==> config.mk <==
export PLATFORM = sky130hd
export DESIGN_NAME = ssi_status_otp_control
export DESIGN_NICKNAME = d
export VERILOG_FILES = /design/src/ssi_status_pkg.sv /design/src/bit_sync.sv /design/src/reg_memory.sv /design/src/ssi_status_otp_control.sv
export SDC_FILE = /design/constraint.sdc
export NUM_CORES = 2
export LEC_CHECK = 0
export BUFFER_PORTS_ARGS = -buffer_cell sky130_fd_sc_hd__buf_4
export CAP_MARGIN = 20
export CORE_ASPECT_RATIO = 1.25
export CORE_UTILIZATION = 55
export CTS_BUF_LIST = sky130_fd_sc_hd__clkbuf_8 sky130_fd_sc_hd__clkbuf_16
export DETAILED_ROUTE_END_ITERATION = 10
export PLACE_DENSITY = 0.75
export SYNTH_ARGS = -nofsm -noshare
export SYNTH_HDL_FRONTEND = slang
export SYNTH_HIERARCHICAL = 1
export SYNTH_SLANG_ARGS = --single-unit
==> constraint.sdc <==
create_clock -name clk -period 5.1 [get_ports clk]
set_clock_uncertainty 0.15 [all_clocks]
set_input_delay 0.255 -clock clk [delete_from_list [all_inputs] [get_ports clk]]
set_output_delay 0.255 -clock clk [all_outputs]
set_load 0.1 [all_outputs]
==> src/ssi_status_pkg.sv <==
// shared constants, types and register map for the serial status block
package ssi_status_pkg;

  // -----------------------------------------------------------------
  // timing
  // -----------------------------------------------------------------
  localparam int CLK_MHZ             = 200;
  localparam int LINK_TIMEOUT_US     = 20;
  localparam int LINK_TIMEOUT_CYCLES = LINK_TIMEOUT_US * CLK_MHZ;
  localparam int ERR_HOLD_MS         = 1;
  localparam int ERR_HOLD_CYCLES     = ERR_HOLD_MS * 1000 * CLK_MHZ;
  localparam int PROG_TIME_US        = 5;
  localparam int PROG_CYCLES         = PROG_TIME_US * CLK_MHZ;

  // -----------------------------------------------------------------
  // word formats
  // -----------------------------------------------------------------
  localparam int POS_BITS      = 12;
  localparam int SSI_WORD_BITS = 13;
  localparam int ZAP_ENTRIES   = 16;

  // -----------------------------------------------------------------
  // register map
  // -----------------------------------------------------------------
  localparam logic [6:0] ADDR_OUTPUT_PULLUP_CONFIG    = 7'h04;
  localparam logic [6:0] ADDR_PROTOCOL_PROTECT_CONFIG = 7'h05;
  localparam logic [6:0] ADDR_ZAP_TEST_CONFIG         = 7'h0f;
  localparam logic [6:0] ADDR_ZAP_BASE                = 7'h10;
  localparam logic [6:0] ADDR_ZAP_LAST                = 7'h1f;
  localparam logic [6:0] ADDR_PROFILE_ID              = 7'h42;
  localparam logic [6:0] ADDR_RESOLUTION              = 7'h43;
  localparam logic [6:0] ADDR_PORT                    = 7'h75;
  localparam logic [6:0] ADDR_GAIN                    = 7'h76;
  localparam logic [6:0] ADDR_ERROR_STATUS            = 7'h77;
  localparam logic [6:0] ADDR_OEM_FIRST               = 7'h78;
  localparam logic [6:0] ADDR_TIMEOUT_CONFIG          = 7'h7c;
  localparam logic [6:0] ADDR_LAST                    = 7'h7f;

  localparam logic [7:0] PROFILE_ID_VALUE = 8'h2c;
  localparam logic [7:0] RESOLUTION_VALUE = 8'h0c;

  localparam int PULLUP_DISABLE_BIT    = 6;
  localparam int PROTOCOL_SELECT_BIT   = 7;
  localparam int CONFIG_PROTECT_BIT    = 6;
  localparam int HIGH_READ_CURRENT_BIT = 7;
  localparam int PROGRAM_START_BIT     = 6;
  localparam int TEST_SELECT_LSB       = 0;
  localparam int TEST_SELECT_MSB       = 2;

  localparam logic       RESET_CONTROL_BIT = 1'b0;
  localparam logic [2:0] RESET_TEST_SELECT = 3'h0;

  // -----------------------------------------------------------------
  // types
  // -----------------------------------------------------------------
  typedef struct packed {
    logic [1:0] reserved;
    logic       external_error;
    logic       startup_read_error;
    logic       program_success;
    logic       program_fail;
    logic       amplitude_low_error;
    logic       amplitude_high_error;
  } status_t;

  localparam status_t RESET_STATUS = '0;

  typedef struct packed {
    logic       req;
    logic       write;
    logic [6:0] addr;
    logic [7:0] wdata;
  } reg_req_t;

  typedef struct packed {
    logic       ack;
    logic       denied;
    logic [7:0] rdata;
  } reg_rsp_t;

  typedef enum logic [1:0] {
    PROG_IDLE = 2'b00,
    PROG_BURN = 2'b01,
    PROG_COPY = 2'b10,
    PROG_END  = 2'b11
  } prog_state_t;

endpackage : ssi_status_pkg

==> src/bit_sync.sv <==
// two flip-flop synchroniser for pin inputs
`timescale 1ns/1ps
`default_nettype none
module bit_sync #(
  parameter int WIDTH = 1
) (
  // clock and reset
  input  wire logic             clk,
  input  wire logic             resetn,
  // pins and synchronised levels
  input  wire logic [WIDTH-1:0] async_in,
  output logic      [WIDTH-1:0] sync_out
);

  logic [WIDTH-1:0] meta;

  always_ff @(posedge clk or negedge resetn)
  begin
    if (!resetn)
    begin
      meta     <= '1;
      sync_out <= '1;
    end
    else
    begin
      meta     <= async_in;
      sync_out <= meta;
    end
  end

endmodule : bit_sync
`default_nettype wire

==> src/reg_memory.sv <==
// register ram with one write port and a registered read port
`timescale 1ns/1ps
`default_nettype none
module reg_memory #(
  parameter int ADDR_W = 7,
  parameter int DATA_W = 8
) (
  // clock
  input  wire logic              clk,
  // write port
  input  wire logic              we,
  input  wire logic [ADDR_W-1:0] waddr,
  input  wire logic [DATA_W-1:0] wdata,
  // read port
  input  wire logic [ADDR_W-1:0] raddr,
  output logic      [DATA_W-1:0] rdata
);

  logic [DATA_W-1:0] mem [2**ADDR_W];

  if (ADDR_W < 1 || DATA_W < 1)
  begin : bad_size
    $error("reg_memory: widths must be positive");
  end

  always_ff @(posedge clk)
  begin
    if (we)
    begin
      mem[waddr] <= wdata;
    end
  end

  always_ff @(posedge clk)
  begin
    rdata <= mem[raddr];
  end

endmodule : reg_memory
`default_nettype wire

==> src/ssi_status_otp_control.sv <==
// ssi output, error status, register protection and otp programming control
`timescale 1ns/1ps
`default_nettype none
module ssi_status_otp_control
  import ssi_status_pkg::*;
#(
  parameter int HOLD_CYCLES = ERR_HOLD_CYCLES,
  parameter int POS_W       = POS_BITS
) (
  // clock and reset
  input  wire logic                     clk,
  input  wire logic                     resetn,
  // register channel from the protocol framing
  input  wire ssi_status_pkg::reg_req_t reg_req,
  output ssi_status_pkg::reg_rsp_t      reg_rsp,
  // ssi link pins
  input  wire logic                     serial_clock_in,
  output logic                          serial_data_out,
  // sensor side
  input  wire logic [POS_W-1:0]         position,
  input  wire logic                     position_valid,
  input  wire logic                     position_request,
  input  wire logic                     amplitude_high,
  input  wire logic                     amplitude_low,
  // programming
  input  wire logic                     programming_supply_high,
  output logic                          high_read_current,
  output logic                          zap_burn,
  // open-drain error pin
  input  wire logic                     error_pin_in,
  output logic                          error_out_n,
  output logic                          error_out_n_oe,
  output logic                          error_pullup_enable,
  // mode and flag
  output logic                          ssi_mode,
  output logic                          error_flag_n
);

  localparam int HOLD_W = $clog2(HOLD_CYCLES + 1);
  localparam int TO_W   = $clog2(LINK_TIMEOUT_CYCLES + 1);
  localparam int PC_W   = $clog2(PROG_CYCLES + 1);

  if (HOLD_CYCLES < 1 || POS_W != POS_BITS)
  begin : bad_param
    $error("ssi_status_otp_control: unsupported parameter value");
  end

  // -----------------------------------------------------------------
  // decoding
  // -----------------------------------------------------------------
  function automatic logic [POS_BITS-1:0] to_gray(input logic [POS_BITS-1:0] b);
    return b ^ (b >> 1);
  endfunction : to_gray

  function automatic logic reg_writable(input logic [6:0] a, input logic prot);
    if (prot)
      return (a == ADDR_PORT) || (a == ADDR_TIMEOUT_CONFIG);
    else if (a <= ADDR_ZAP_TEST_CONFIG)
      return 1'b1;
    else if (a == ADDR_PORT)
      return 1'b1;
    else if (a >= ADDR_OEM_FIRST)
      return 1'b1;
    else
      return 1'b0;
  endfunction : reg_writable

  function automatic logic reg_readable(input logic [6:0] a, input logic prot);
    if (prot)
      return (a == ADDR_PROFILE_ID) || (a >= ADDR_PORT);
    else
      return 1'b1;
  endfunction : reg_readable

  // -----------------------------------------------------------------
  // pin synchronisers
  // -----------------------------------------------------------------
  logic [2:0] pins_sync;
  logic       sclk_s;
  logic       supply_s;
  logic       err_pin_s;
  logic       sclk_prev;
  logic       sclk_rise;
  logic       sclk_fall;

  bit_sync #(.WIDTH(3)) u_sync (
    .clk      (clk),
    .resetn   (resetn),
    .async_in ({error_pin_in, programming_supply_high, serial_clock_in}),
    .sync_out (pins_sync)
  );

  assign sclk_s    = pins_sync[0];
  assign supply_s  = pins_sync[1];
  assign err_pin_s = pins_sync[2];
  assign sclk_rise = sclk_s & ~sclk_prev;
  assign sclk_fall = ~sclk_s & sclk_prev;

  always_ff @(posedge clk or negedge resetn)
  begin
    if (!resetn)
      sclk_prev <= 1'b1;
    else
      sclk_prev <= sclk_s;
  end

  // -----------------------------------------------------------------
  // control bits
  // -----------------------------------------------------------------
  logic        pullup_disable;
  logic        protocol_select;
  logic        config_protect;
  logic        program_start;
  logic [2:0]  test_select;
  logic        wr_ok;
  logic        rd_ok;
  logic        req_ok;
  logic        wr_take;
  prog_state_t prog_state;
  logic        prog_busy;

  assign prog_busy = prog_state != PROG_IDLE;
  assign wr_ok     = reg_writable(reg_req.addr, config_protect);
  assign rd_ok     = reg_readable(reg_req.addr, config_protect);
  assign req_ok    = !ssi_mode && !prog_busy && (reg_req.write ? wr_ok : rd_ok);
  assign wr_take   = reg_req.req && reg_req.write && req_ok;

  always_ff @(posedge clk or negedge resetn)
  begin
    if (!resetn)
    begin
      pullup_disable    <= RESET_CONTROL_BIT;
      protocol_select   <= RESET_CONTROL_BIT;
      config_protect    <= RESET_CONTROL_BIT;
      high_read_current <= RESET_CONTROL_BIT;
      program_start     <= RESET_CONTROL_BIT;
      test_select       <= RESET_TEST_SELECT;
    end
    else
    begin
      if (wr_take && reg_req.addr == ADDR_OUTPUT_PULLUP_CONFIG)
        pullup_disable <= reg_req.wdata[PULLUP_DISABLE_BIT];
      if (wr_take && reg_req.addr == ADDR_PROTOCOL_PROTECT_CONFIG)
      begin
        protocol_select <= reg_req.wdata[PROTOCOL_SELECT_BIT];
        config_protect  <= reg_req.wdata[CONFIG_PROTECT_BIT];
      end
      if (wr_take && reg_req.addr == ADDR_ZAP_TEST_CONFIG)
      begin
        high_read_current <= reg_req.wdata[HIGH_READ_CURRENT_BIT];
        test_select       <= reg_req.wdata[TEST_SELECT_MSB:TEST_SELECT_LSB];
        program_start     <= reg_req.wdata[PROGRAM_START_BIT];
      end
      else if (prog_state == PROG_END)
        program_start <= 1'b0;
    end
  end

  assign error_pullup_enable = ~pullup_disable;

  // -----------------------------------------------------------------
  // ssi frame engine
  // -----------------------------------------------------------------
  logic                     link_busy;
  logic [SSI_WORD_BITS-1:0] ssi_word;
  logic [3:0]               bit_idx;
  logic [TO_W-1:0]          idle_cnt;
  logic                     frame_start;
  logic                     timed_out;

  assign frame_start = !link_busy && ssi_mode && sclk_fall;
  assign timed_out   = idle_cnt == TO_W'(LINK_TIMEOUT_CYCLES - 1);

  always_ff @(posedge clk or negedge resetn)
  begin
    if (!resetn)
      ssi_mode <= RESET_CONTROL_BIT;
    else if (!link_busy)
      ssi_mode <= protocol_select && !supply_s;
  end

  always_ff @(posedge clk or negedge resetn)
  begin
    if (!resetn)
      idle_cnt <= '0;
    else if (!link_busy || sclk_rise || sclk_fall)
      idle_cnt <= '0;
    else if (!timed_out)
      idle_cnt <= idle_cnt + 1'b1;
  end

  always_ff @(posedge clk or negedge resetn)
  begin
    if (!resetn)
    begin
      link_busy <= 1'b0;
      ssi_word  <= '0;
      bit_idx   <= '0;
    end
    else if (frame_start)
    begin
      link_busy <= 1'b1;
      ssi_word  <= {to_gray(position), 1'b0};
      bit_idx   <= '0;
    end
    else if (link_busy && timed_out && !sclk_rise && !sclk_fall)
      link_busy <= 1'b0;
    else if (link_busy && sclk_rise)
    begin
      if (bit_idx == 4'(SSI_WORD_BITS))
        bit_idx <= '0;
      else
        bit_idx <= bit_idx + 1'b1;
    end
  end

  always_ff @(posedge clk or negedge resetn)
  begin
    if (!resetn)
      serial_data_out <= 1'b1;
    else if (!link_busy)
      serial_data_out <= 1'b1;
    else if (sclk_rise)
    begin
      if (bit_idx == 4'(SSI_WORD_BITS))
        serial_data_out <= 1'b0;
      else
        serial_data_out <= ssi_word[4'(SSI_WORD_BITS - 1) - bit_idx];
    end
  end

  // -----------------------------------------------------------------
  // register memory and answer pipeline
  // -----------------------------------------------------------------
  logic [PC_W-1:0] prog_cnt;
  logic [4:0]      copy_idx;
  logic            prog_pass;
  logic [7:0]      mem_q;
  logic [6:0]      mem_raddr;
  logic            mem_we;
  logic [6:0]      mem_waddr;
  logic [7:0]      mem_wdata;
  logic            pend;
  logic            pend_ok;
  logic            pend_write;
  logic [6:0]      pend_addr;
  logic [7:0]      next_rdata;
  logic            status_read;
  status_t         status;

  assign mem_raddr = prog_busy ? {3'h0, copy_idx[3:0]} : reg_req.addr;
  assign mem_we    = (prog_state == PROG_COPY && copy_idx != 5'h0) || wr_take;
  assign mem_waddr = prog_busy ? ADDR_ZAP_BASE + 7'(copy_idx - 5'h1) : reg_req.addr;
  assign mem_wdata = prog_busy ? mem_q : reg_req.wdata;

  reg_memory #(.ADDR_W(7), .DATA_W(8)) u_mem (
    .clk   (clk),
    .we    (mem_we),
    .waddr (mem_waddr),
    .wdata (mem_wdata),
    .raddr (mem_raddr),
    .rdata (mem_q)
  );

  always_ff @(posedge clk or negedge resetn)
  begin
    if (!resetn)
    begin
      pend       <= 1'b0;
      pend_ok    <= 1'b0;
      pend_write <= 1'b0;
      pend_addr  <= '0;
    end
    else
    begin
      pend       <= reg_req.req;
      pend_ok    <= req_ok;
      pend_write <= reg_req.write;
      pend_addr  <= reg_req.addr;
    end
  end

  always_comb
  begin
    if (pend_addr == ADDR_ERROR_STATUS)
      next_rdata = status;
    else if (pend_addr == ADDR_PROFILE_ID)
      next_rdata = PROFILE_ID_VALUE;
    else if (pend_addr == ADDR_RESOLUTION)
      next_rdata = RESOLUTION_VALUE;
    else if (pend_addr == ADDR_ZAP_TEST_CONFIG)
    begin
      next_rdata                    = mem_q;
      next_rdata[PROGRAM_START_BIT] = program_start;
    end
    else
      next_rdata = mem_q;
  end

  assign status_read = pend && pend_ok && !pend_write && pend_addr == ADDR_ERROR_STATUS;

  always_ff @(posedge clk or negedge resetn)
  begin
    if (!resetn)
      reg_rsp <= '0;
    else
    begin
      reg_rsp.ack    <= pend;
      reg_rsp.denied <= pend && !pend_ok;
      reg_rsp.rdata  <= (pend && pend_ok && !pend_write) ? next_rdata : 8'h00;
    end
  end

  // -----------------------------------------------------------------
  // zap programming sequence
  // -----------------------------------------------------------------
  always_ff @(posedge clk or negedge resetn)
  begin
    if (!resetn)
    begin
      prog_state <= PROG_IDLE;
      prog_cnt   <= '0;
      copy_idx   <= '0;
      prog_pass  <= 1'b0;
    end
    else
    begin
      case (prog_state)
        PROG_IDLE:
        begin
          prog_cnt <= '0;
          copy_idx <= '0;
          if (program_start)
          begin
            prog_state <= PROG_BURN;
            prog_pass  <= supply_s && test_select == 3'h0;
          end
        end
        PROG_BURN:
        begin
          prog_cnt <= prog_cnt + 1'b1;
          if (prog_cnt == PC_W'(PROG_CYCLES - 1))
            prog_state <= prog_pass ? PROG_COPY : PROG_END;
        end
        PROG_COPY:
        begin
          copy_idx <= copy_idx + 1'b1;
          if (copy_idx == 5'(ZAP_ENTRIES))
            prog_state <= PROG_END;
        end
        PROG_END:
          prog_state <= PROG_IDLE;
        default:
          prog_state <= PROG_IDLE;
      endcase
    end
  end

  assign zap_burn = prog_state == PROG_BURN;

  // -----------------------------------------------------------------
  // status register and error pin
  // -----------------------------------------------------------------
  logic            pin_cond;
  logic [HOLD_W-1:0] hold_cnt;
  logic [HOLD_W-1:0] next_hold;
  logic [2:0]      drive_hist;
  status_t         set_bits;

  always_comb
  begin
    set_bits                      = '0;
    set_bits.amplitude_high_error = amplitude_high;
    set_bits.amplitude_low_error  = amplitude_low;
    set_bits.program_fail         = prog_state == PROG_END && !prog_pass;
    set_bits.program_success      = prog_state == PROG_END && prog_pass;
    set_bits.startup_read_error   = !position_valid && (frame_start || position_request);
    set_bits.external_error       = !err_pin_s && !error_out_n_oe && drive_hist == 3'h0;
  end

  always_ff @(posedge clk or negedge resetn)
  begin
    if (!resetn)
      status <= RESET_STATUS;
    else if (status_read)
      status <= set_bits;
    else
      status <= status | set_bits;
  end

  always_ff @(posedge clk or negedge resetn)
  begin
    if (!resetn)
      error_flag_n <= 1'b1;
    else
      error_flag_n <= ~(status.amplitude_high_error | status.amplitude_low_error
                        | status.program_fail | status.startup_read_error
                        | status.external_error);
  end

  assign pin_cond  = amplitude_high || amplitude_low || status.program_fail;
  assign next_hold = pin_cond ? HOLD_W'(HOLD_CYCLES) :
                     (hold_cnt != '0) ? hold_cnt - 1'b1 : hold_cnt;

  always_ff @(posedge clk or negedge resetn)
  begin
    if (!resetn)
    begin
      hold_cnt       <= '0;
      error_out_n_oe <= 1'b0;
      drive_hist     <= '0;
    end
    else
    begin
      hold_cnt       <= next_hold;
      error_out_n_oe <= pin_cond || next_hold != '0;
      drive_hist     <= {drive_hist[1:0], error_out_n_oe};
    end
  end

  assign error_out_n = 1'b0;
endmodule : ssi_status_otp_control
`default_nettype wire

==> metrics.csv <==
metric;value;unit
status;finished clean;
Synth-to-Final Area Change;13.2;%
Yosys top cell by area;edfxtp_1;
critical path capture point type;flip-flop;
Mapped Cells;2206;
Req. time, crit path;5.48;ns
first-pass GRT wire length;153;mm
cell area after synthesis;45400;sq um
DRC viols;0;
register bit total from synthesis;1145;
worst path cell trace;inv_1 -> ha_1 -> buf_4 -> nand2_1 -> nand2_4 -> buf_12 -> mux4_2 -> mux4_2 -> mux4_2 -> mux2_2;
clk buf depth;3;
largest stage delay on the critical path;0.62;ns
CTS sink count;1145;
top-area cell type share of the netlist area;0.678;
PwrDens;576;nW/um^2
maximum VDD drop;0.000480;V
TritonRoute pass-1 iters;6;
CP Max Fanout;51;
Root Driver;clkbuf_16;
initial antenna violation count;0;
Sequential Area;33700;sq um
PortBufs;54;
crit path launch type;flip-flop;
crit path time final;4.54;ns
fraction of layout cells with a size suffix above 1;0.285;
clock slew seen by the registers of the worst setup and hold paths;0.06;ns
Hold Vio Cnt, Final;0;
most common cell after layout, fill and taps aside;edfxtp_1;
Fill cells;5212;
setup_tns;0;ns
slowest CP cell;mux4_2;
cell repeated most along the worst path;mux4_2;
synthesized area per cell;20.6;sq um
CTS buffer count;101;
row count;117;
Vias/cell;6.44;
ys async rst share;0.0987;
Crit Path Class;reg2reg;
latest clock arrival within the worst-skew pair;0.67;ns
Vias;22900;
Top FF cell, synth;edfxtp_1;
GRT Overall Usage;0.253;
number of flops mapped to enable cells by yosys;1024;
Starting Density;0.557;
Worst-Margin Slew;1.11;ns
Max-Cap Viols;0;
largest cells by area after synthesis;edfxtp_1 (68%), mux4_2 (17%), dfrtp_1 (5.7%);
Synth Warn #;6;
Routed Antenna Nets;0;
Rel. slew slack;0.258;
endpoints failing setup;0;
Die Wd;259;um
Core Box Area;81500;sq um
multi-input logic area;11100;sq um
Total Power;29.6;mW
number of global-route vias before repair;23700;
DR iter-0 viols;2489;
HP Class;in2async;
Overflow after GRT;0;
Seq/Total Area, Yosys;0.744;
Max Fclk;220;MHz
RSZ-0062 raised after global routing;no;
P_leak;16.5;nW
Worst EP arrival;4.93;ns
hold slack;0.0157;ns
TritonCTS clock tree;yes;
DR WL/cell;29.0;um
pin count of the biggest net entering global routing;106;
Ports;56;
net count after synthesis;2258;
GP Congestion;0.864;
commonest non-fill, non-tap cells in the layout;edfxtp_1 (1024), mux4_2 (336), nor2_1 (182), buf_4 (158), dfrtp_1 (104);
total wire length;103;mm
chip height;323;um
fin crit share;0.891;
total die area;83700;sq um
post-detail-place hpwl;62.1;mm
final slew viol count;0;
Final #Nets;2458;
Synth cell types;70;
# H-tree levels;3;
==> report_power, final <==
group          internal, mW  switching (mW)
Sequential             12.1           0.152
Clock                  4.26            3.28
Combinational          3.99            5.77
==> kinds of logic (layout without fill, tap and decap cells) <==
| family | count (synthesis) | in the layout | share of synthesized area |
|---|---|---|---|
| other | 1 | 2 | 0.0000826 |
| multiplexers | 376 | 376 | 0.176 |
| AND/OR/NAND/NOR | 398 | 398 | 0.0421 |
| AO/OA/AOI/OAI | 102 | 102 | 0.0143 |
| flip-flops | 1145 | 1145 | 0.744 |
| adder cells (fa/ha/maj) | 14 | 14 | 0.00386 |
| buffers and inverters | 134 | 412 | 0.0128 |
| XOR/XNOR | 36 | 36 | 0.00695 |
==> final cells by class <==
| class | instances | area share |
|---|---|---|
| Sequential cell | 1145 | 0.657 |
| Multi-Input combinational cell | 927 | 0.216 |
| Clock buffer | 103 | 0.0502 |
| Timing Repair Buffer | 210 | 0.0357 |
| Tap cell | 1071 | 0.0261 |
| Clock inverter | 78 | 0.0132 |
| Inverter | 21 | 0.00153 |
| Antenna cell | 1 | 0.0000487 |
==> stage by stage <==
step,worst slack [ns],instances,area (sq um),util
floorplan,1.03,2206,45400,-
global placement,0.608,3333,47700,0.585
detailed placement,0.607,3333,47700,0.585
CTS,0.546,3553,51300,0.630
global route,0.391,3555,51400,0.630
finish,0.557,3556,51400,0.630
==> final timing paths <==
kind,from,end,slack (ns),cells after the start
setup / recovery,prog_state[0]$_DFFE_PN0P_,u_mem/rdata[5]$_DFF_P_,0.56,10
hold / removal,resetn,hold_cnt[11]$_DFF_PN0_,0.02,2
setup reg to reg,prog_state[0]$_DFFE_PN0P_,u_mem/rdata[5]$_DFF_P_,0.56,10
hold reg to reg,u_sync/meta[1]$_DFF_PN1_,u_sync/sync_out[1]$_DFF_PN1_,0.21,0
max in group asynchronous,resetn,idle_cnt[11]$_DFFE_PN0P_,3.53,3
min in group clk,programming_supply_high,u_sync/meta[1]$_DFF_PN1_,0.10,2
==> synthesized netlist by cell type (all sizes together) (3+ instances only) <==
library cell,count
a21o,6
xnor2,25
a211oi,3
mux4,336
o21ai,33
a31o,3
o211ai,3
dfxtp,8
o22ai,5
nor2b,11
nand3b,3
edfxtp,1024
or2,4
nor4,10
inv,21
mux2,27
dfstp,9
ha,14
nand2b,4
buf,52
nor2,182
nand2,65
a31oi,4
or3,7
and2,5
and3,7
a21oi,22
or4,4
mux2i,13
nand4,18
nand3,33
xor2,11
a22o,7
nor3,33
dfrtp,104
o31ai,5
clkbuf,61
==> metal layers <==
layer	vias up	GRT usage	routed length, um
li1	9425	-	-
met1	12000	0.322	37500
met2	1251	0.437	53500
met3	250	0.0418	8210
met4	0	0.0991	3960
met5	-	0	0
==> sequential cells by signal (all words and copies together) (netlist names), 6 cells and up <==
| name | cells |
|---|---|
| hold_cnt | 18 |
| idle_cnt | 12 |
| pend_addr | 7 |
| prog_cnt | 10 |
| reg_rsp | 10 |
| ssi_word | 12 |
| status | 6 |
| u_mem/mem | 1024 |
| u_mem/rdata | 8 |
==> critical path, delay by kind of cell (launching register included) <==
kind / cells / cell delay, ns
AND/OR/NAND/NOR: 2 / 0.62
flip-flops: 1 / 0.43
multiplexers: 4 / 2.07
adder cells (fa/ha/maj): 1 / 0.17
buffers and inverters: 3 / 0.86
==> repair_timing <==
| action | in CTS | in global routing |
|---|---|---|
| gates resized for setup | 0 | 0 |
| hold buffers | 39 | 0 |
| endpoints found under the hold margin | 93 | 0 |
| setup buffers | 0 | 0 |
(Power assumes the default switching activity.)
